===== src/design/ebws_pkg.sv =====
// constants and state types for the external bus burst, wait and suspend block
package ebws_pkg;
	localparam int ADDR_W = 32;
	localparam int DATA_W = 64;
	localparam int BANK_W = 4;
	localparam int BANK_SEL_W = 2;
	localparam int ID_W = 3;
	// keeper enabled when identifier matches 00x
	localparam logic [2:0] KEEP_ID_MASK = 3'h6;
	localparam logic [2:0] KEEP_ID_VALUE = 3'h0;
	localparam logic [31:0] ADDR_STEP = 32'h0000_0001;
	localparam logic [31:0] ADDR_RST = 32'h0000_0000;
	localparam logic [63:0] DATA_RST = 64'h0;
	localparam logic [3:0] BANK_IDLE = 4'hf;
	localparam logic [3:0] BANK_ONE = 4'h1;
	localparam logic PIN_IDLE = 1'b1;

	typedef enum logic [2:0] {
		EBWS_M_IDLE = 3'b001,
		EBWS_M_XFER = 3'b010,
		EBWS_M_LOAD = 3'b100
	} ebws_mstate_t;

	typedef enum logic [2:0] {
		EBWS_S_IDLE = 3'b001,
		EBWS_S_WAIT = 3'b010,
		EBWS_S_ACK = 3'b100
	} ebws_sstate_t;
endpackage


===== src/design/ebws_keep_if.sv =====
// one input pin with its keeper enable and registered level
`timescale 1ns/10ps
interface ebws_keep_if;
	logic pin;
	logic driven;
	logic enable;
	logic level;
	modport keeper (input pin, input driven, input enable, output level);
	modport user (output pin, output driven, output enable, input level);
endinterface


===== src/design/ebws_keeper.sv =====
// input sampler with optional bus-hold behaviour
`timescale 1ns/10ps
module ebws_keeper (
	input wire logic clk_sys,
	input wire logic rst_n,
	ebws_keep_if.keeper kp
);
	logic level_reg;
	logic level_next;

	always_comb begin
		level_next = kp.pin;
		if (kp.enable && !kp.driven) begin
			level_next = level_reg; // RULE6
		end
	end

	// sampled on the rising edge; all decisions use this copy
	always_ff @(posedge clk_sys or negedge rst_n) begin
		if (!rst_n) begin
			level_reg <= ebws_pkg::PIN_IDLE;
		end else begin
			level_reg <= level_next; // RULE13
		end
	end

	assign kp.level = level_reg;
endmodule // ebws_keeper


===== src/design/ebws_port.sv =====
// external bus port: burst sequencing, wait states and bus suspend
`timescale 1ns/10ps
// Notes on behaviour
// RULE1: the bus master drives burst low while consecutive-address data is moving.
// RULE2: a slave captures only the first address, then counts after each transfer.
// RULE3: the master holds the first address; increments never appear on the bus.
// RULE4: on a host burst read the device keeps counting while burst stays low.
// RULE5: burst goes low after the first access and is high on the final request.
// RULE6: identifier 00x enables keepers holding burst and acknowledge when undriven.
// RULE7: a low acknowledge stretches the device's own access until it returns high.
// RULE8: on a host synchronous access the device drives acknowledge low to wait.
// RULE9: sampled suspend floats address, data, selects and strobes the next cycle.
// RULE10: an access attempted under suspend stalls until suspend is released.
// RULE11: outside logic should use suspend only for deadlock recovery or DRAM control.
// RULE12: in synchronous mode the bank select lifts after acknowledge is seen high.
// RULE13: acknowledge and suspend are registered on the rising clock edge.
module ebws_port (
	input wire logic clk_sys,
	input wire logic resetn,
	input wire logic [2:0] multiproc_identifier,
	input wire logic suspend_bus_hiz_n,
	input wire logic core_req,
	input wire logic core_write,
	input wire logic core_last,
	input wire logic core_sync,
	input wire logic [1:0] core_bank,
	input wire logic [31:0] core_addr,
	input wire logic [63:0] core_wdata,
	output logic core_done,
	output logic core_stall,
	output logic [63:0] core_rdata,
	input wire logic host_sel,
	output logic mem_req,
	output logic mem_we,
	output logic [31:0] mem_addr,
	output logic [63:0] mem_wdata,
	input wire logic mem_ready,
	input wire logic [63:0] mem_rdata,
	input wire logic [31:0] addr_i,
	output logic [31:0] addr_o,
	output logic addr_oe,
	input wire logic [63:0] data_i,
	output logic [63:0] data_o,
	output logic data_oe,
	output logic [3:0] bank_select_n,
	output logic bank_select_oe,
	input wire logic read_strobe_n_i,
	output logic read_strobe_n_o,
	output logic read_strobe_oe,
	input wire logic write_strobe_n_i,
	output logic write_strobe_n_o,
	output logic write_strobe_oe,
	input wire logic burst_continue_n_i,
	input wire logic burst_driven,
	output logic burst_continue_n_o,
	output logic burst_continue_oe,
	input wire logic ack_i,
	input wire logic ack_driven,
	output logic ack_o,
	output logic ack_oe
);
	logic rst_meta_reg;
	logic rst_n;
	logic strap_done_reg;
	logic keep_en_reg;
	logic susp_n_reg;
	logic rd_q_reg;
	logic wr_q_reg;
	logic [31:0] addr_q_reg;
	logic [63:0] data_q_reg;
	logic burst_seen_reg;
	logic strobe_live_reg;
	logic m_drive;
	logic s_strobe;
	logic s_burst;
	ebws_pkg::ebws_mstate_t m_state_reg;
	ebws_pkg::ebws_sstate_t s_state_reg;
	ebws_keep_if burst_kp ();
	ebws_keep_if ack_kp ();

	always_ff @(posedge clk_sys or negedge resetn) begin
		if (!resetn) begin
			rst_meta_reg <= 1'b0;
			rst_n <= 1'b0;
		end else begin
			rst_meta_reg <= 1'b1;
			rst_n <= rst_meta_reg;
		end
	end

	// identifier is a strap, caught once after reset release
	always_ff @(posedge clk_sys or negedge rst_n) begin
		if (!rst_n) begin
			strap_done_reg <= 1'b0;
			keep_en_reg <= 1'b0;
		end else if (!strap_done_reg) begin
			strap_done_reg <= 1'b1;
			keep_en_reg <= (multiproc_identifier & ebws_pkg::KEEP_ID_MASK) ==
				ebws_pkg::KEEP_ID_VALUE; // RULE6
		end
	end

	assign burst_kp.pin = burst_continue_n_i;
	assign burst_kp.driven = burst_driven;
	assign burst_kp.enable = keep_en_reg;
	assign ack_kp.pin = ack_i;
	assign ack_kp.driven = ack_driven;
	assign ack_kp.enable = keep_en_reg;

	ebws_keeper u_burst_keep (
		.clk_sys(clk_sys),
		.rst_n(rst_n),
		.kp(burst_kp)
	);

	ebws_keeper u_ack_keep (
		.clk_sys(clk_sys),
		.rst_n(rst_n),
		.kp(ack_kp)
	);

	always_ff @(posedge clk_sys or negedge rst_n) begin
		if (!rst_n) begin
			susp_n_reg <= 1'b1;
			rd_q_reg <= 1'b0;
			wr_q_reg <= 1'b0;
			addr_q_reg <= ebws_pkg::ADDR_RST;
			data_q_reg <= ebws_pkg::DATA_RST;
		end else begin
			susp_n_reg <= suspend_bus_hiz_n; // RULE13
			rd_q_reg <= !read_strobe_n_i;
			wr_q_reg <= !write_strobe_n_i;
			addr_q_reg <= addr_i;
			data_q_reg <= data_i;
		end
	end

	// master side: the device's core reaching external memory
	assign m_drive = (m_state_reg != ebws_pkg::EBWS_M_IDLE);

	// ack only counts once it was sampled while our strobe stood on the pin
	always_ff @(posedge clk_sys or negedge rst_n) begin
		if (!rst_n) begin
			strobe_live_reg <= 1'b0;
		end else begin
			strobe_live_reg <= (read_strobe_oe && !read_strobe_n_o) ||
				(write_strobe_oe && !write_strobe_n_o); // RULE7
		end
	end

	always_ff @(posedge clk_sys or negedge rst_n) begin
		if (!rst_n) begin
			m_state_reg <= ebws_pkg::EBWS_M_IDLE;
			core_done <= 1'b0;
			core_stall <= 1'b0;
			core_rdata <= ebws_pkg::DATA_RST;
			addr_o <= ebws_pkg::ADDR_RST;
			bank_select_n <= ebws_pkg::BANK_IDLE;
			read_strobe_n_o <= 1'b1;
			write_strobe_n_o <= 1'b1;
			burst_continue_n_o <= 1'b1;
		end else begin
			core_done <= 1'b0;
			core_stall <= 1'b0;
			case (m_state_reg)
				ebws_pkg::EBWS_M_IDLE: begin
					if (core_req && !susp_n_reg) begin
						core_stall <= 1'b1; // RULE10
					end else if (core_req && s_state_reg == ebws_pkg::EBWS_S_IDLE) begin
						addr_o <= core_addr;
						bank_select_n <= ~(ebws_pkg::BANK_ONE << core_bank);
						read_strobe_n_o <= core_write;
						write_strobe_n_o <= !core_write;
						burst_continue_n_o <= 1'b1; // RULE5
						m_state_reg <= ebws_pkg::EBWS_M_XFER;
					end
				end
				ebws_pkg::EBWS_M_XFER: begin
					if (!susp_n_reg) begin
						core_stall <= 1'b1; // RULE10
					end else if (ack_kp.level && strobe_live_reg) begin // RULE7
						core_done <= 1'b1;
						core_rdata <= data_q_reg;
						read_strobe_n_o <= 1'b1;
						write_strobe_n_o <= 1'b1;
						if (core_sync) begin
							bank_select_n <= ebws_pkg::BANK_IDLE; // RULE12
						end
						if (core_last) begin
							bank_select_n <= ebws_pkg::BANK_IDLE;
							burst_continue_n_o <= 1'b1;
							m_state_reg <= ebws_pkg::EBWS_M_IDLE;
						end else begin
							burst_continue_n_o <= 1'b0; // RULE1
							m_state_reg <= ebws_pkg::EBWS_M_LOAD;
						end
					end
				end
				ebws_pkg::EBWS_M_LOAD: begin
					// address held from the first access
					if (!core_req) begin // RULE3
						bank_select_n <= ebws_pkg::BANK_IDLE;
						burst_continue_n_o <= 1'b1;
						m_state_reg <= ebws_pkg::EBWS_M_IDLE;
					end else if (!susp_n_reg) begin
						core_stall <= 1'b1; // RULE10
					end else begin
						read_strobe_n_o <= core_write;
						write_strobe_n_o <= !core_write;
						burst_continue_n_o <= core_last; // RULE5
						m_state_reg <= ebws_pkg::EBWS_M_XFER;
					end
				end
				default: m_state_reg <= ebws_pkg::EBWS_M_IDLE;
			endcase
		end
	end

	// output enables drop the cycle after suspend is sampled low
	always_ff @(posedge clk_sys or negedge rst_n) begin
		if (!rst_n) begin
			addr_oe <= 1'b0;
			bank_select_oe <= 1'b0;
			read_strobe_oe <= 1'b0;
			write_strobe_oe <= 1'b0;
			burst_continue_oe <= 1'b0;
		end else begin
			addr_oe <= m_drive && susp_n_reg; // RULE9
			bank_select_oe <= m_drive && susp_n_reg;
			read_strobe_oe <= m_drive && susp_n_reg;
			write_strobe_oe <= m_drive && susp_n_reg;
			burst_continue_oe <= m_drive && susp_n_reg;
		end
	end

	// slave side: a host reaching internal memory
	assign s_strobe = host_sel && (rd_q_reg || wr_q_reg) && !m_drive;
	assign s_burst = !burst_kp.level;

	always_ff @(posedge clk_sys or negedge rst_n) begin
		if (!rst_n) begin
			s_state_reg <= ebws_pkg::EBWS_S_IDLE;
			burst_seen_reg <= 1'b0;
			mem_req <= 1'b0;
			mem_we <= 1'b0;
			mem_addr <= ebws_pkg::ADDR_RST;
			mem_wdata <= ebws_pkg::DATA_RST;
			ack_o <= 1'b1;
			ack_oe <= 1'b0;
		end else begin
			case (s_state_reg)
				ebws_pkg::EBWS_S_IDLE: begin
					ack_oe <= 1'b0;
					if (s_strobe) begin
						mem_addr <= addr_q_reg; // RULE2
						mem_we <= wr_q_reg;
						mem_wdata <= data_q_reg;
						mem_req <= 1'b1;
						burst_seen_reg <= s_burst;
						ack_o <= 1'b0; // RULE8
						ack_oe <= 1'b1;
						s_state_reg <= ebws_pkg::EBWS_S_WAIT;
					end
				end
				ebws_pkg::EBWS_S_WAIT: begin
					if (s_burst) begin
						burst_seen_reg <= 1'b1;
					end
					if (mem_ready) begin
						mem_req <= 1'b0;
						ack_o <= 1'b1;
						s_state_reg <= ebws_pkg::EBWS_S_ACK;
					end
				end
				ebws_pkg::EBWS_S_ACK: begin
					if (s_strobe && (burst_seen_reg || s_burst)) begin
						mem_addr <= mem_addr + ebws_pkg::ADDR_STEP; // RULE4
						mem_we <= wr_q_reg;
						mem_wdata <= data_q_reg;
						mem_req <= 1'b1;
						burst_seen_reg <= s_burst;
						ack_o <= 1'b0; // RULE8
						s_state_reg <= ebws_pkg::EBWS_S_WAIT;
					end else begin
						ack_oe <= 1'b0;
						s_state_reg <= ebws_pkg::EBWS_S_IDLE;
					end
				end
				default: s_state_reg <= ebws_pkg::EBWS_S_IDLE;
			endcase
		end
	end

	// read data goes out once memory has answered a host read
	always_ff @(posedge clk_sys or negedge rst_n) begin
		if (!rst_n) begin
			data_o <= ebws_pkg::DATA_RST;
			data_oe <= 1'b0;
		end else if (m_drive) begin
			data_o <= core_wdata;
			data_oe <= !core_write ? 1'b0 : susp_n_reg; // RULE9
		end else if (s_state_reg == ebws_pkg::EBWS_S_WAIT && mem_ready && !mem_we) begin
			data_o <= mem_rdata;
			data_oe <= susp_n_reg;
		end else if (s_state_reg != ebws_pkg::EBWS_S_ACK || !susp_n_reg) begin
			data_oe <= 1'b0;
		end
	end
endmodule // ebws_port


===== config.mk =====
export PLATFORM = sky130hd
export DESIGN_NAME = ebws_port
export DESIGN_NICKNAME = d
export VERILOG_FILES = /design/src/design/ebws_pkg.sv /design/src/design/ebws_keep_if.sv /design/src/design/ebws_keeper.sv /design/src/design/ebws_port.sv
export SDC_FILE = /design/constraint.sdc
export NUM_CORES = 1
export LEC_CHECK = 0
export ABC_AREA = 1
export ABC_CLOCK_PERIOD_IN_PS = 17400
export BUFFER_PORTS_ARGS = -buffer_cell sky130_fd_sc_hd__buf_4
export CAP_MARGIN = 30
export CORE_AREA = 2 2 212 214
export CTS_CLUSTER_SIZE = 24
export DETAILED_ROUTE_END_ITERATION = 16
export DIE_AREA = 0 0 214 216
export RECOVER_POWER = 50
export SETUP_SLACK_MARGIN = 0.02
export SLEW_MARGIN = 20
export SYNTH_ARGS = -nofsm -noshare
export SYNTH_HDL_FRONTEND = slang
export SYNTH_SLANG_ARGS = --single-unit

===== constraint.sdc =====
create_clock -name clk_sys -period 17.4 [get_ports clk_sys]
set_input_delay 0.87 -clock clk_sys [delete_from_list [all_inputs] [get_ports clk_sys]]
set_output_delay 0.87 -clock clk_sys [all_outputs]
set_load 0.05 [all_outputs]

After elaboration in Yosys (flattened, before gate mapping) --
Index checks and enable logic that the tools add are counted.
Storage, ports and cells: input bits 276, bits in latches 0, ROM bits 0, memories kept 0, RAM bits 0, bits in registers 384
Operators by class: div/mod/pow operators 0, reductions and logical operators 45, equal/unequal tests 22, order comparisons 0, bitwise operators 2, add/subtract/negate cells 1, muxes and demuxes 77, $mul 0, shifts and indexed selects 1
Operators with widths (count):
- $mux 64 | 4
- $pmux 64 s2 | 1
- $mux 32 | 2
- $pmux 32 s2 | 1
- $mux 1 | 40
- $add 32x1->32 const B | 1
- $mux 4 | 7
- $mux 3 | 9
- $ne 2x2->1 const B | 12
- $pmux 1 s3 | 7
- $pmux 3 s3 | 2
- $reduce_and 7->1 | 2
- $logic_and 1x1->1 | 13
- $pmux 4 s3 | 1
- $logic_not 1->1 | 11
- $ne 3x3->1 const B | 3
- $reduce_and 3->1 | 3
- $reduce_bool 3->1 | 3
- $reduce_and 4->1 | 2
- $eq 3x1->1 const B | 2
- $eq 3x2->1 const B | 2
- $eq 3x3->1 const B | 2
- $reduce_and 6->1 | 1
- $reduce_and 5->1 | 1
- other kinds (10) | 16

Longest topological paths before layout --
depth in word-level cells 6, mapped depth 11, depth with buffers taken out 10

Hierarchy --
Synthesis repeated with hierarchy kept, for this count alone.
Unflattened totals: cells, all modules 1672, area, all modules 15367.2 um^2
By module, submodules not included:
- ebws_port | area an instance 15274.6 um^2, cells each 1660, instances 1, sequential area each 9572.9 um^2
- ebws_keeper | area an instance 46.3 um^2, cells each 6, instances 2, sequential area each 26.3 um^2

Worst setup path after synthesis --
No wires, ideal clock.
path type reg-to-reg, from reg mem_addr[0], to reg mem_addr[18], setup slack 15.440 ns, clock period less this slack 1.960 ns, required time 17.282 ns, buffers on the path 0, data arrival time 1.842 ns, stages on the path, launching flop included 11, cells stage by stage dfrtp_1 -> ha_1 -> nand2_1 -> nor2_2 -> nand2_1 -> nor2_1 -> nand3_1 -> nand2_1 -> nand2_1 -> nand2_1 -> nand2_1
On the way: word-level cells in the longest chain between the ends 3
RTL lines:
- start, declared | RTL line ebws_port.sv:35 | output logic [31:0] mem_addr,
- start signal, assigned | RTL line ebws_port.sv:246 | mem_addr <= ebws_pkg::ADDR_RST;
- start signal, assigned | RTL line ebws_port.sv:255 | mem_addr <= addr_q_reg;
- start signal, assigned | RTL line ebws_port.sv:277 | mem_addr <= mem_addr + ebws_pkg::ADDR_STEP;
- $add 32x1->32 | RTL line ebws_port.sv:277
- $mux 32 | RTL line ebws_port.sv:276 | if (s_strobe && (burst_seen_reg || s_burst)) begin
- $pmux 32 s2 | RTL line ebws_port.sv:251 | case (s_state_reg)
Every way passes these cells. The select of a mux whose other input is x is not followed. A chain may end at the register's enable or synchronous reset.

==> metrics.md <==
| Metric | Value |
|---|---|
| Max Transition Viols Final | 371 |
| DR vias | 13,400 |
| Area occupied by multi-input gates | 0.00488 mm² |
| RSZ-0062 raised after global routing | no |
| R2R Path End | core_rdata[0] |
| Drt total wl | 48.2 mm |
| Post-synth EDFFs | 0 |
| Core area | 0.0438 mm² |
| Worst min path class | in2async |
| Post-synth top area cell | dfrtp_1 |
| Power Total | 0.00445 W |
| Worst Path Required | 17.18 ns |
| Worst setup path startpoint | rst_n |
| PD cells | 213 mW/mm² |
| Startpoint type of the worst setup path | flop |
| Xor/xnor share of the synthesized area | 0.226% |
| Slew @ Worst Pin | 3.82 ns |
| Register area | 0.00963 mm² |
| Synth Flop Type | dfrtp_1 |
| Worst-path clk slew | 0.06 ns |
| Post-Syn Instances | 1,801 |
| Max Clk Rate | 0.148 GHz |
| Fraction of registers with async set/reset | 100% |
| Post-CTS Setup Bufs | 0 |
| Layout area overhead | 35.0% |
| Post-layout min period | 6.78 ns |
| Initial core utilization | 35.3% |
| Synth Area in Compound Gates | 6.89% |
| Max-cap violations | 6 |
| Final Cycle Share | 38.9% |
| N_diodes | 0 |
| Initial antenna violation count | 2 |
| I/O pin count | 551 |
| Vias in the first global route | 13,200 |
| HPWL Detailed | 34.9 mm |
| IO buf count | 549 |
| CTS max path bufs | 3 |
| Clock Latency Late Sink | 0.58 ns |
| NumNets Final | 2,613 |
| Failing checks | capacitance limit, slew limit |
| Post-DRT Antenna Nets | 0 |
| Crit path max fanout | 70 |
| Number of CTS-inserted buffers | 45 |
| Clock H-tree levels | 2 |
| Post-synth top area share | 60.0% |
| Clk sinks | 384 |
| #FFs+latches synth | 384 |
| Mux share of post-synthesis cell area | 0% |
| Residual DRC | 0 |
| DR iter-0 viols | 771 |
| R2R Setup Slk | 10.62 ns |
| Crit. End Element | async pin |
| Filler cells | 4,395 |
| Setup_tns | 0 ns |
| Synth Area per Inst | 8.59 µm² |
| Vias per cell | 4.51 |
| 1st-pass router iterations | 5 |
| Global-route wire length before repair | 74.6 mm |
| Adder-cell share of the synthesized area | 0.0808% |
| Worst path arrival time | 6.56 ns |
| Fin Hold WS | 0.0599 ns |
| Largest cells by area after synthesis | dfrtp_1 (60%), nand2_1 (19%), o21ai_0 (5.7%), inv_1 (3.9%), nor2_1 (2.3%) |
| Gr usage total | 20.6% |
| Count leader, synth | nand2_1 |
| Worst r2r path cells | 2 |
| Die area | 0.0462 mm² |
| Synth cell types | 35 |
| Peak VDD IR | 122 µV |
| Final RePlAce weighted congestion | 0.939 |
| Outcome | complete, but fails checks |
| Post-Synth Simple-Gate Area | 24.3% |
| Largest net degree at the start of global routing | 182 |
| Crit path to | core_rdata[0] |
| Lkg Pwr | 10.8 nW |
| Setup CP Type | reg2async |
| Die Height | 216 µm |
| WL per Instance | 16.3 µm |
| Post_cts resized | 0 |
| Register area share after synthesis | 62.2% |
| Final Hold Viols | 0 |
| Clock Skew | 0.0247 ns |
| CTS tree | yes |
| Largest family of logic cells by synthesized area | simple AND/OR/NAND/NOR gates |
| Most frequent cells after synthesis | nand2_1 (791), dfrtp_1 (371), o21ai_0 (177), inv_1 (161), nor2_1 (96) |
| Synthesis Warnings | 0 |
| Slew HR | -155% |
| Setup Viol. Count Final | 0 |
| Hold buffers post-CTS | 0 |
| GRT overflow | 0 |
| Critical R2R Launch | rst_n |
| Width of the die | 214 µm |
| Share of cells above drive strength 1 | 18.8% |
| Post-Syn Area | 0.0155 mm² |
| CTS Root Buffer Type | clkbuf_16 |
| Cell Rows | 77 |
## stage by stage
stage / area, µm² / cells / setup WS, ns / util, %
after floorplan: 15500 / 1802 / 5.93 / -
after global placement: 20100 / 2876 / 14.17 / 45.9
after detailed placement: 20200 / 2879 / 14.05 / 46.0
after CTS: 21700 / 2962 / 14.02 / 49.5
after global routing: 20900 / 2964 / 9.17 / 47.7
final: 20900 / 2964 / 10.62 / 47.7
## logic make-up (layout without fill, tap and decap cells)
kind of cell | count (synthesis) | count (layout)
buffers and inverters | 243 | 813
adders and majority gates | 1 | 1
AOI/OAI and AO/OA | 204 | 204
and+or+nand+nor | 964 | 964
DFF | 384 | 384
other | 1 | 2
xor gates and xnor gates | 4 | 4
## report_power, final
group          total, W  switching, W  internal (W)
sequential      0.00139      0.000197       0.00120
clock          0.000959      0.000383      0.000575
combinational   0.00210       0.00164      0.000457
total           0.00445       0.00222       0.00223
## worst max-delay path, stage by stage (launching register included)
cell and delay (ns):
dfrtp_1 1.28, clkbuf_1 1.85, clkbuf_1 2.79
## placed cells by master, fill, tap and decap left out, types with 10 or more instances in the layout
| master | count |
|---|---|
| buf_4 | 252 |
| clkbuf_1 | 228 |
| clkbuf_16 | 45 |
| clkbuf_4 | 97 |
| clkbuf_8 | 11 |
| dfrtp_1 | 371 |
| dfstp_2 | 10 |
| inv_1 | 160 |
| nand2_1 | 791 |
| nand3_1 | 57 |
| nor2_1 | 96 |
| o21ai_0 | 179 |
## area by class of cell
type                    count  share of cell area, %
clock inverters            11                  0.898
inverters                 165                   2.97
repair buffers            565                   16.8
clock buffers              72                   6.40
multi-input cells        1175                   23.3
well taps                 592                   3.55
flip-flops and latches    384                   46.1
## worst min-delay path by stage
stage / from / endpoint / slack (ns) / cells after the start
6_report: resetn / rst_meta_reg / 0.06 / 1
5_1_grt: resetn / rst_meta_reg / 0.03 / 1
2_1_floorplan: rst_meta_reg / rst_n / 0.33 / 0
3_5_place_dp: rst_n / data_q_reg[50] / 0.31 / 0
3_3_place_gp: rst_meta_reg / rst_n / 0.34 / 0
4_1_cts: resetn / rst_meta_reg / 0.01 / 1
## metal layers
| metal | up-vias | wire length, µm | track usage, % |
|---|---|---|---|
| met1 | 6244 | 18800 | 24.4 |
| li1 | 6588 | - | - |
| met4 | 4 | 1570 | 8.16 |
| met2 | 423 | 23700 | 34.5 |
| met5 | - | 27 | 0 |
| met3 | 94 | 4080 | 6.99 |
No activity file was read; power rests on OpenSTA's default activity.
